### src/rtl/iam_pkg.sv
// package: register map, control layout and link states for the address matcher
package iam_pkg;
   localparam int          REG_AW      = 5;
   localparam logic [4:0]  OFS_CTRL    = 5'h00;
   localparam logic [4:0]  OFS_MASK    = 5'h04;
   localparam logic [4:0]  OFS_ADDR    = 5'h08;
   localparam logic [4:0]  OFS_BAUD    = 5'h0c;
   localparam logic [4:0]  OFS_STAT    = 5'h10;
   localparam logic [15:0] CTRL_RESET  = 16'h1000;
   localparam logic [15:0] CTRL_WMASK  = 16'hbfff;
   localparam logic [15:0] BAUD_RESET  = 16'h0000;
   localparam logic [9:0]  ADDR_RESET  = 10'h000;
   localparam int          RELEASE_BIT = 12;
   localparam logic [4:0]  UPPER_TAG   = 5'h1e;
   localparam logic [4:0]  RSV_HIGH    = 5'h1f;
   localparam logic [3:0]  RSV_LOW     = 4'h0;
   localparam logic [2:0]  LAST_BIT    = 3'h7;

   typedef struct packed {
      logic module_on;
      logic unused14;
      logic halt_in_idle;
      logic clock_line_release;
      logic accept_all_addresses;
      logic ten_bit_address_select;
      logic slew_control_off;
      logic smbus_thresholds;
      logic general_call_accept;
      logic stretch_allow;
      logic ack_value;
      logic ack_sequence_go;
      logic receive_go;
      logic stop_go;
      logic repeated_start_go;
      logic start_go;
   } iam_ctrl_t;

   typedef enum {ST_IDLE, ST_ADDR, ST_LOW_ADDR, ST_ACK, ST_RX, ST_TX} iam_state_t;
endpackage : iam_pkg

### src/rtl/iam_core.sv
// two-wire slave address matcher with control registers
//
// The register addresses and strobed register access were decided locally.
module iam_core
   import iam_pkg::*;
(
   input  wire logic              ref_clk_i,          // system clock
   input  wire logic              reset_i,            // sync reset, high
   input  wire logic [REG_AW-1:0] reg_addr_i,         // register address
   input  wire logic [15:0]       reg_wdata_i,        // write data
   input  wire logic              reg_write_i,        // write strobe
   input  wire logic              reg_read_i,         // read strobe
   output logic      [15:0]       reg_rdata_o,        // read data
   input  wire logic              data_line_pin_i,    // data pin level
   output logic                   data_line_pin_o,    // data pin out
   output logic                   data_line_pin_oe_o, // data pin enable
   input  wire logic              clock_line_pin_i,   // clock pin level
   output logic                   clock_line_pin_o,   // clock pin out
   output logic                   clock_line_pin_oe_o // clock pin enable
);
   iam_ctrl_t  ctrl;
   logic [9:0] mask_reg;
   logic [9:0] own_addr;
   logic [15:0] baud;
   logic       scl_m;
   logic       scl_s;
   logic       scl_q;
   logic       sda_m;
   logic       sda_s;
   logic       sda_q;
   logic       scl_rise;
   logic       scl_fall;
   logic       start_ev;
   logic       stop_ev;
   iam_state_t state;
   iam_state_t ack_next;
   iam_state_t hit_next;
   logic [2:0] bit_cnt;
   logic [7:0] shift;
   logic       ack_phase;
   logic       ack_rx;
   logic       addressed;
   logic       read_mode;
   logic       gc_hit;
   logic       ten_hit;
   logic [7:0] byte_in;
   logic [6:0] a7;
   logic       rw;
   logic       reserved7;
   logic       upper_form;
   logic       m7;
   logic       m_up;
   logic       m_lo;
   logic       gc_byte;
   logic       hit;
   logic       take;
   logic       eval_addr;
   logic       eval_low;
   logic       rx_end;
   logic       hw_clr_tx;
   logic       hw_clr_rx;
   logic       wr_ctrl;

   // pin synchronisers and edge history
   always_ff @(posedge ref_clk_i) begin
      if (reset_i) begin
         scl_m <= 1'b1;
         scl_s <= 1'b1;
         scl_q <= 1'b1;
         sda_m <= 1'b1;
         sda_s <= 1'b1;
         sda_q <= 1'b1;
      end else begin
         scl_m <= clock_line_pin_i;
         scl_s <= scl_m;
         scl_q <= scl_s;
         sda_m <= data_line_pin_i;
         sda_s <= sda_m;
         sda_q <= sda_s;
      end
   end

   assign scl_rise = scl_s & ~scl_q;
   assign scl_fall = ~scl_s & scl_q;
   assign start_ev = scl_s & scl_q & sda_q & ~sda_s;
   assign stop_ev  = scl_s & scl_q & ~sda_q & sda_s;

   // address decision on the byte being completed
   always_comb begin
      byte_in    = {shift[6:0], sda_s};
      a7         = byte_in[7:1];
      rw         = byte_in[0];
      gc_byte    = (byte_in == 8'h00);
      reserved7  = ((a7[6:3] == RSV_LOW) && (a7 != 7'h00)) |
                   (a7[6:2] == RSV_HIGH) | ((a7 == 7'h00) & rw);
      upper_form = (a7[6:2] == UPPER_TAG);
      m7   = (((a7 ^ own_addr[6:0]) & ~mask_reg[6:0]) == 7'h00);
      m_up = (((a7[1:0] ^ own_addr[9:8]) & ~mask_reg[9:8]) == 2'h0);
      m_lo = (((byte_in ^ own_addr[7:0]) & ~mask_reg[7:0]) == 8'h00);
      hit_next = rw ? ST_TX : ST_RX;
      if (ctrl.accept_all_addresses) begin
         hit = 1'b1;
      end else if (gc_byte) begin
         hit = ctrl.general_call_accept;
      end else if (reserved7) begin
         hit = 1'b0;
      end else if (upper_form) begin
         hit = ctrl.ten_bit_address_select & m_up & (~rw | ten_hit);
         if (!rw) begin
            hit_next = ST_LOW_ADDR;
         end
      end else begin
         hit = ~ctrl.ten_bit_address_select & m7;
      end
      if (state == ST_ADDR) begin
         take = hit;
      end else if (state == ST_LOW_ADDR) begin
         take = m_lo;
      end else begin
         take = 1'b1;
      end
   end

   assign eval_addr = scl_rise && (state == ST_ADDR) && (bit_cnt == LAST_BIT);
   assign eval_low  = scl_rise && (state == ST_LOW_ADDR) && (bit_cnt == LAST_BIT);
   assign rx_end    = scl_fall && (state == ST_ACK) && ack_phase && ack_rx;
   assign hw_clr_tx = eval_addr && hit && rw;
   assign hw_clr_rx = rx_end && ctrl.stretch_allow;
   assign wr_ctrl   = reg_write_i && (reg_addr_i == OFS_CTRL);

   // link state machine
   always_ff @(posedge ref_clk_i) begin
      if (reset_i || !ctrl.module_on) begin
         state              <= ST_IDLE;
         ack_next           <= ST_IDLE;
         bit_cnt            <= 3'h0;
         shift              <= 8'h00;
         ack_phase          <= 1'b0;
         ack_rx             <= 1'b0;
         data_line_pin_oe_o <= 1'b0;
      end else if (start_ev) begin
         state              <= ST_ADDR;
         bit_cnt            <= 3'h0;
         ack_phase          <= 1'b0;
         data_line_pin_oe_o <= 1'b0;
      end else if (stop_ev) begin
         state              <= ST_IDLE;
         ack_phase          <= 1'b0;
         data_line_pin_oe_o <= 1'b0;
      end else begin
         unique case (state)
            ST_IDLE, ST_TX: begin
            end
            ST_ADDR, ST_LOW_ADDR, ST_RX: begin
               if (scl_rise) begin
                  shift   <= byte_in;
                  bit_cnt <= bit_cnt + 3'h1;
                  if (bit_cnt == LAST_BIT) begin
                     ack_rx <= (state == ST_RX);
                     if (!take) begin
                        state <= ST_IDLE;
                     end else begin
                        state <= ST_ACK;
                        if (state == ST_ADDR) begin
                           ack_next <= hit_next;
                        end else begin
                           ack_next <= ST_RX;
                        end
                     end
                  end
               end
            end
            ST_ACK: begin
               if (scl_fall) begin
                  if (!ack_phase) begin
                     data_line_pin_oe_o <= 1'b1;
                     ack_phase          <= 1'b1;
                  end else begin
                     data_line_pin_oe_o <= 1'b0;
                     ack_phase          <= 1'b0;
                     state              <= ack_next;
                     bit_cnt            <= 3'h0;
                  end
               end
            end
         endcase
      end
   end

   // transfer flags shown in status
   always_ff @(posedge ref_clk_i) begin
      if (reset_i || !ctrl.module_on) begin
         addressed <= 1'b0;
         read_mode <= 1'b0;
         gc_hit    <= 1'b0;
         ten_hit   <= 1'b0;
      end else if (stop_ev) begin
         addressed <= 1'b0;
         ten_hit   <= 1'b0;
      end else if (start_ev) begin
         addressed <= 1'b0;
      end else if (eval_addr && hit) begin
         addressed <= (hit_next != ST_LOW_ADDR);
         read_mode <= rw;
         gc_hit    <= gc_byte & ~ctrl.accept_all_addresses;
         if (hit_next == ST_LOW_ADDR) begin
            ten_hit <= 1'b1;
         end
      end else if (eval_low && m_lo) begin
         addressed <= 1'b1;
      end
   end

   // register writes; hardware clear of release wins over software
   always_ff @(posedge ref_clk_i) begin
      if (reset_i) begin
         ctrl     <= iam_ctrl_t'(CTRL_RESET);
         mask_reg <= ADDR_RESET;
         own_addr <= ADDR_RESET;
         baud     <= BAUD_RESET;
      end else begin
         if (wr_ctrl) begin
            ctrl <= iam_ctrl_t'(reg_wdata_i & CTRL_WMASK);
            if (ctrl.stretch_allow) begin
               ctrl.clock_line_release <= reg_wdata_i[RELEASE_BIT];
            end else begin
               ctrl.clock_line_release <= ctrl.clock_line_release | reg_wdata_i[RELEASE_BIT];
            end
         end
         if (hw_clr_tx || hw_clr_rx) begin
            ctrl.clock_line_release <= 1'b0;
         end
         if (reg_write_i && (reg_addr_i == OFS_MASK)) begin
            mask_reg <= reg_wdata_i[9:0];
         end
         if (reg_write_i && (reg_addr_i == OFS_ADDR)) begin
            own_addr <= reg_wdata_i[9:0];
         end
         if (reg_write_i && (reg_addr_i == OFS_BAUD)) begin
            baud <= reg_wdata_i;
         end
      end
   end

   // clock hold and pin levels
   always_ff @(posedge ref_clk_i) begin
      if (reset_i) begin
         clock_line_pin_oe_o <= 1'b0;
         clock_line_pin_o    <= 1'b0;
         data_line_pin_o     <= 1'b0;
      end else begin
         clock_line_pin_oe_o <= ctrl.module_on & ~ctrl.clock_line_release;
         clock_line_pin_o    <= 1'b0;
         data_line_pin_o     <= 1'b0;
      end
   end

   // read data valid only in the cycle after the strobe
   always_ff @(posedge ref_clk_i) begin
      if (reset_i || !reg_read_i) begin
         reg_rdata_o <= 16'h0000;
      end else begin
         case (reg_addr_i)
            OFS_CTRL: reg_rdata_o <= ctrl;
            OFS_MASK: reg_rdata_o <= {6'h00, mask_reg};
            OFS_ADDR: reg_rdata_o <= {6'h00, own_addr};
            OFS_BAUD: reg_rdata_o <= baud;
            OFS_STAT: reg_rdata_o <= {12'h000, ten_hit, gc_hit, read_mode, addressed};
            default:  reg_rdata_o <= 16'h0000;
         endcase
      end
   end
endmodule // iam_core

### config.mk
export PLATFORM = sky130hd
export DESIGN_NAME = iam_core
export DESIGN_NICKNAME = d
export VERILOG_FILES = /design/src/rtl/iam_pkg.sv /design/src/rtl/iam_core.sv
export SDC_FILE = /design/constraint.sdc
export NUM_CORES = 1
export LEC_CHECK = 0
export BUFFER_PORTS_ARGS = -buffer_cell sky130_fd_sc_hd__buf_2
export CORE_ASPECT_RATIO = 0.75
export CORE_MARGIN = 10
export CORE_UTILIZATION = 58
export DETAILED_ROUTE_END_ITERATION = 8
export PLACE_DENSITY = 0.89
export SLEW_MARGIN = 20
export SYNTH_ARGS = -nofsm -noshare
export SYNTH_HDL_FRONTEND = slang
export SYNTH_SLANG_ARGS = --single-unit
### constraint.sdc
create_clock -name ref_clk_i -period 2.2 [get_ports ref_clk_i]
set_input_delay 0.22 -clock ref_clk_i [delete_from_list [all_inputs] [get_ports ref_clk_i]]
set_output_delay 0.22 -clock ref_clk_i [all_outputs]
set_load 0.05 [all_outputs]
==> flow_summary_export.csv, run 1 <==
group,metric,value,unit
logic_synthesis,synth-main-ff-cell,"dfxtp_1",
setup_path,critPathRequiredTime,2.48,ns
logic_synthesis,syn-instance-count,474,
clocking,clockBufferDepth,2,
clocking,cts_tree,"yes",
detailed_routing,wl_per_cell,17.90,um
power_and_ir_drop,power_density,694.9,nW/um^2
sta,finalCriticalPeriod,2.055,ns
clocking,hold_buffers,0,
die,rows,26,
setup_path,cp.arrival,2.34,ns
placed_design,gp_congestion,0.8922,
min_path,hp-class,"in -> reg",
clocking,insertion_delay,0.38,ns
global_routing,grt_max_degree,46,
global_routing,grt_pass1_wl,18120,um
min_path,worstHoldEndpoint,"sda_m$_SDFF_PP1_",
clocking,ctsHtreeMaxLevel,3,
finish,num_antenna_cells,0,
sta,fmax,0.4866,GHz
logic_synthesis,ys_seq_area_frac,0.4611,
sta,worst_pin_slew,0.6073,ns
finish,final_nets,545,
setup_path,critPathMaxStageDelay,0.48,ns
power_and_ir_drop,clockPowerShare,0.421,
logic_synthesis,async_reset_ff_frac,0,
logic_synthesis,avgSynthCellArea,8.793,sq um
setup_path,cp-end-kind,"register",
logic_synthesis,synth_area_leaders,"dfxtp_1 46%, nand2_1 6.6%, a21oi_1 5.3%, mux2i_1 4.8%, nor2_1 4.4%",
setup_path,reg2reg_depth,7,
logic_synthesis,synth.top_cell.area_share,0.4611,
clocking,cts_buffers,9,
logic_synthesis,synth_edf_count,0,
power_and_ir_drop,seq_power_share,0.531,
power_and_ir_drop,switchingPower,0.0007425,W
setup_path,worstSetupStartpointType,"register",
die,dieArea,11010,sq um
setup_path,worst_path_max_delay_cell,"dfxtp_1",
finish,drive_gt1_frac,0.1939,
power_and_ir_drop,internal_power,0.002566,W
die,die_h,93.41,um
global_routing,antenna_found_initial,0,
power_and_ir_drop,ir_drop,422.3,uV
die,initial_utilization,0.6043,
clocking,root_buffer,"clkbuf_8",
logic_synthesis,synthDistinctLibCells,56,
die,core,6897,sq um
status,status,"completed",
detailed_routing,drc_errors,0,
setup_path,criticalPathCategory,"reg -> reg",
clocking,clkTransAtPathRegs,0.10,ns
global_routing,grt_overflow,0,
sta,final_max_slew_viol_count,0,
logic_synthesis,synth_seq_cells,96,
finish,areaGrowthSynthToFinish,14.23,%
die,io-pin-count,47,
clocking,cts.sinks,96,
min_path,hold_depth,2,
power_and_ir_drop,leakage,1.859,nW
finish,top_regs,"baud (16), reg_rdata_o (16), ctrl (15)",
placed_design,hpwl,7982,um
placed_design,io_buffer_count,44,
sta,setup_violations,0,
sta,whs,0.02367,ns
global_routing,grt_usage,0.2025,
logic_synthesis,yosysMostFrequentCell,"dfxtp_1",
detailed_routing,wirelength,11080,um
run,max_cap_viol_count,0,
detailed_routing,ant_nets,0,
power_and_ir_drop,sw_frac_of_total,0.2245,
detailed_routing,drt_iter0_drc,399,
logic_synthesis,synth_area,4168,sq um
setup_path,timing.reg2reg.setup_slack,0.15,ns
power_and_ir_drop,combPwrFrac,0.048,
global_routing,grt_pass1_vias,3571,
detailed_routing,vias,3759,
sta,relSlewSlack,0.5908,
logic_synthesis,yosys_warnings,0,
logic_synthesis,synthTopCellsByCount,"96 x dfxtp_1, 73 x nand2_1, 49 x nor2_1",
sta,tns,0,ns
sta,hold_viol_final,0,
setup_path,reg2reg_to,"ack_next[2]$_SDFFE_PP0P_",
min_path,min-delay-start,"data_line_pin_i",
sta,rsz0062_at_grt,"false",
die,die_w,117.9,um
logic_synthesis,yosys.area.top_type,"dfxtp_1",
power_and_ir_drop,p_total,0.003308,W
sta,fin_skew,0.01090,ns
sta,fin_crit_sh,0.9341,
setup_path,cp_max_fo,6,
detailed_routing,post_drt_via_cell_ratio,6.073,
setup_path,crit_chain,"xnor2_1, o22ai_1, nor4_1, buf_4, o311ai_1, or4_4, o211a_1",
detailed_routing,firstDrtPassIters,8,
setup_path,r2r-start,"shift[1]$_SDFFE_PP0P_",
[area by class of cell]
class                   instances  area (sq um)
clock buffers                  10         127.6
clock inverters                 6         115.1
fillers                       543          2136
inverters                       9         33.78
multi-input cells             338          2081
flip-flops and latches         96          1926
well taps                      98         122.6
repair buffers                 62         355.3
[kinds of logic after synthesis]
family	count (synthesis)	share of synthesized area
compound gates	96	0.1504
xor+xnor	20	0.04203
fa+ha+maj	2	0.006003
buf+inv	41	0.04203
flops	96	0.4611
mux	28	0.08586
other cells	1	0.0008998
simple gates	190	0.2117
[layer usage]
layer / vias up / GRT usage / part of all wire / wire [um]
met5: - / 0 / 0 / 0
met4: 0 / 0.08316 / 0.018 / 203
met3: 24 / 0.05646 / 0.099 / 1098
met2: 213 / 0.3005 / 0.44 / 4883
met1: 1785 / 0.2727 / 0.44 / 4895
li1: 1737 / - / - / -
[worst max path at each step]
stage	start	endpoint	slack [ns]
2_1_floorplan	shift[0]$_SDFFE_PP0P_	ack_next[2]$_SDFFE_PP0P_	0.33
3_3_place_gp	shift[4]$_SDFFE_PP0P_	ack_next[2]$_SDFFE_PP0P_	0.15
3_5_place_dp	shift[0]$_SDFFE_PP0P_	ack_next[2]$_SDFFE_PP0P_	0.16
4_1_cts	shift[0]$_SDFFE_PP0P_	ack_next[2]$_SDFFE_PP0P_	0.13
5_1_grt	shift[1]$_SDFFE_PP0P_	ack_next[2]$_SDFFE_PP0P_	0.009
6_report	shift[1]$_SDFFE_PP0P_	ack_next[2]$_SDFFE_PP0P_	0.15
[through the flow]
stage	cells	setup WS, ns	area, sq um	utilization
6_report	619	0.1451	4761	0.6903
5_1_grt	619	0.008908	4761	0.6903
4_1_cts	619	0.1296	4751	0.6889
3_5_place_dp	603	0.1602	4508	0.6537
3_3_place_gp	603	0.1514	4508	0.6537
2_1_floorplan	475	0.3250	4172	-
[placed cells by master (no fill, tap or decap), types with 3 or more instances in the layout]
cell type and count:
xnor2_1 17, o22a_1 4, mux4_2 6, dfxtp_2 3, bufinv_16 3, dfxtp_1 93
o22ai_1 6, o21ai_0 9, or2_2 6, buf_2 44, and4_1 3, nor2b_1 10
inv_1 8, buf_4 18, nand4b_1 4, and2_1 3, a22oi_1 7, nand2_1 73
a222oi_1 5, a21oi_1 44, nand3_1 20, mux2i_1 20, nor3_1 5, clkbuf_8 9
nor2_1 49, nand2b_1 4, a22o_1 4, xor2_1 3
[power groups by stage]
| stage | Clock, W | Combinational, W | Sequential [W] |
|---|---|---|---|
| finish | 0.00139 | 0.000157 | 0.00176 |
| global route | 0.00147 | 0.000169 | 0.00176 |
| CTS | 0.00140 | 0.000154 | 0.00176 |
| detailed placement | 0 | 0.000152 | 0.00180 |
| global placement | 0 | 0.000149 | 0.00180 |
| floorplan | 0 | 0.0000893 | 0.00179 |
[critical path, delay by kind of cell (launching register included)]
| family | cells | cell delay, ns |
|---|---|---|
| and+or+nand+nor | 2 | 0.79 |
| DFF | 1 | 0.48 |
| AOI/OAI and AO/OA | 3 | 0.36 |
| buffers and inverters | 1 | 0.18 |
| xor gates and xnor gates | 1 | 0.15 |
[timing repair]
action | 4_1_cts | 5_1_grt
gates resized for setup | 0 | 4
setup buffers | 0 | 0
setup endpoints to repair | 0 | 1
No activity file was read; power rests on OpenSTA's default activity.
==> run 2, diff against run 1 <==
--- a/config.mk
+++ b/config.mk
@@ -8,9 +8,9 @@
 export BUFFER_PORTS_ARGS = -buffer_cell sky130_fd_sc_hd__buf_2
 export CORE_ASPECT_RATIO = 0.75
 export CORE_MARGIN = 10
-export CORE_UTILIZATION = 58
+export CORE_UTILIZATION = 54
 export DETAILED_ROUTE_END_ITERATION = 8
-export PLACE_DENSITY = 0.89
+export PLACE_DENSITY = 0.84
 export SLEW_MARGIN = 20
 export SYNTH_ARGS = -nofsm -noshare
 export SYNTH_HDL_FRONTEND = slang
==> run 2 against run 1 <==
Effect of this change:
- maximum frequency is 0.95% higher
- clock skew is 0.0034 ns lower
- global-route usage is 0.91 points lower
- via count is 3.5% lower
- sequential share of layout area is 0.45 points higher
- critical path type unchanged
==> flow_summary_export.csv, run 2 (same netlist as run 1, synthesis figures left out) <==
group,metric,value,unit
placed_design,io_buffer_count,44,
clocking,cts_setup_buffers,0,
power_and_ir_drop,p_total,0.002978,W
clocking,root_buffer,"clkbuf_8",
finish,areaGrowthSynthToFinish,12.76,%
finish,finalNonFillerCells,623,
sta,setup_violations,0,
setup_path,cp.arrival,2.30,ns
power_and_ir_drop,leakage,1.832,nW
sta,hold_viol_final,0,
clocking,clkTransAtPathRegs,0.09,ns
setup_path,critPathRequiredTime,2.47,ns
finish,top_regs,"baud (16), reg_rdata_o (16), ctrl (15)",
finish,final_cell_mix,"96 x dfxtp_1, 73 x nand2_1, 49 x nor2_1",
power_and_ir_drop,ir_drop,671.8,uV
detailed_routing,post_drt_via_cell_ratio,5.823,
power_and_ir_drop,power_density,633.8,nW/um^2
clocking,clockBufferDepth,2,
global_routing,grt_usage,0.1934,
sta,final_max_slew_viol_count,0,
placed_design,pre_cts_slack,0.1915,ns
setup_path,cp_max_fo,6,
finish,drive_gt1_frac,0.1897,
min_path,hp-class,"in -> reg",
setup_path,worst_path_max_delay_cell,"dfxtp_1",
global_routing,grt_pass1_wl,17950,um
finish,regArea,1922,sq um
detailed_routing,drc_errors,0,
die,die_w,121.4,um
clocking,ctsHtreeMaxLevel,3,
sta,relSlewSlack,0.6083,
finish,final_core_util,0.6323,
setup_path,worstSetupStartpointType,"register",
clocking,cts_buffers,9,
placed_design,hpwl,8178,um
sta,tns,0,ns
sta,fin_skew,0.007515,ns
clocking,cts-resized-gates,0,
finish,final_nets,546,
sta,fin_crit_sh,0.9253,
clocking,cts_tree,"yes",
global_routing,grt_pass1_vias,3553,
clocking,hold_buffers,0,
clocking,insertion_delay,0.37,ns
detailed_routing,wirelength,10990,um
setup_path,cp-end-kind,"register",
sta,layout_setup_ws,0.1644,ns
clocking,cts.sinks,96,
sta,fmax,0.4913,GHz
die,core,7432,sq um
global_routing,grt_max_degree,51,
sta,rsz0062_at_grt,"false",
placed_design,gp_congestion,0.8732,
die,initial_utilization,0.5608,
finish,final_common_cell,"dfxtp_1",
sta,finalCriticalPeriod,2.036,ns
detailed_routing,ant_nets,0,
global_routing,antenna_found_initial,0,
finish,multiInputGateArea,2074,sq um
die,io-pin-count,47,
status,status,"completed",
global_routing,grt_overflow,0,
finish,num_antenna_cells,0,
die,rows,27,
finish,fillCellCount,640,
run,max_cap_viol_count,0,
setup_path,critPathMaxStageDelay,0.47,ns
detailed_routing,firstDrtPassIters,6,
detailed_routing,wl_per_cell,17.65,um
setup_path,crit_chain,"xnor2_1, o22ai_1, nor4_1, buf_4, o311ai_1, or4_4, o211a_1",
sta,worst_pin_slew,0.5814,ns
setup_path,criticalPathCategory,"reg -> reg",
placed_design,dp_cells,607,
die,dieArea,11670,sq um
die,die_h,96.08,um
detailed_routing,vias,3628,
detailed_routing,drt_iter0_drc,403,
run 2: path summary, 6_finish.rpt:
path	from	end	slack, ns	depth (start not counted)
max reg2reg	shift[1]$_SDFFE_PP0P_	ack_next[2]$_SDFFE_PP0P_	0.16	7
min reg2reg	sda_m$_SDFF_PP1_	rw$_SDFF_PP1_	0.41	1
min	data_line_pin_i	sda_m$_SDFF_PP1_	0.04	2
max	shift[1]$_SDFFE_PP0P_	ack_next[2]$_SDFFE_PP0P_	0.16	7
run 2: per-stage QoR:
stage                     hold WS, ns  cell area, sq um
after CTS                     0.02762              4700
after floorplan                0.3238              4172
final                         0.03610              4700
after global routing          0.03887              4700
after detailed placement       0.3951              4519
after global placement         0.3951              4519
run 2: area by class of cell:
class	instances	share of cell area
Multi-Input combinational cell	338	0.4414
Sequential cell	96	0.4089
Timing Repair Buffer	63	0.07721
Clock buffer	10	0.02929
Tap cell	101	0.02689
Clock inverter	6	0.009052
Inverter	9	0.007188
run 2: metal layers:
| layer | part of all wire | vias to the layer above | track usage |
|---|---|---|---|
| met1 | 0.44 | 1707 | 0.2552 |
| met4 | 0.013 | 0 | 0.05644 |
| met3 | 0.10 | 15 | 0.06550 |
| li1 | - | 1733 | - |
| met2 | 0.44 | 173 | 0.2959 |
| met5 | 0 | - | 0 |
run 2: worst max-delay path, delay by kind of cell (launching register included):
kind	cells	cell delay [ns]
AND/OR/NAND/NOR	2	0.78
flip-flops	1	0.47
AO/OA/AOI/OAI	3	0.34
buffers and inverters	1	0.18
XOR/XNOR	1	0.15
run 2: report_power, final:
| group | switching (W) | internal, W |
|---|---|---|
| Combinational | 0.000101 | 0.0000550 |
| Sequential | 0.00000948 | 0.00175 |
| Clock | 0.000620 | 0.000446 |
| Total | 0.000731 | 0.00225 |
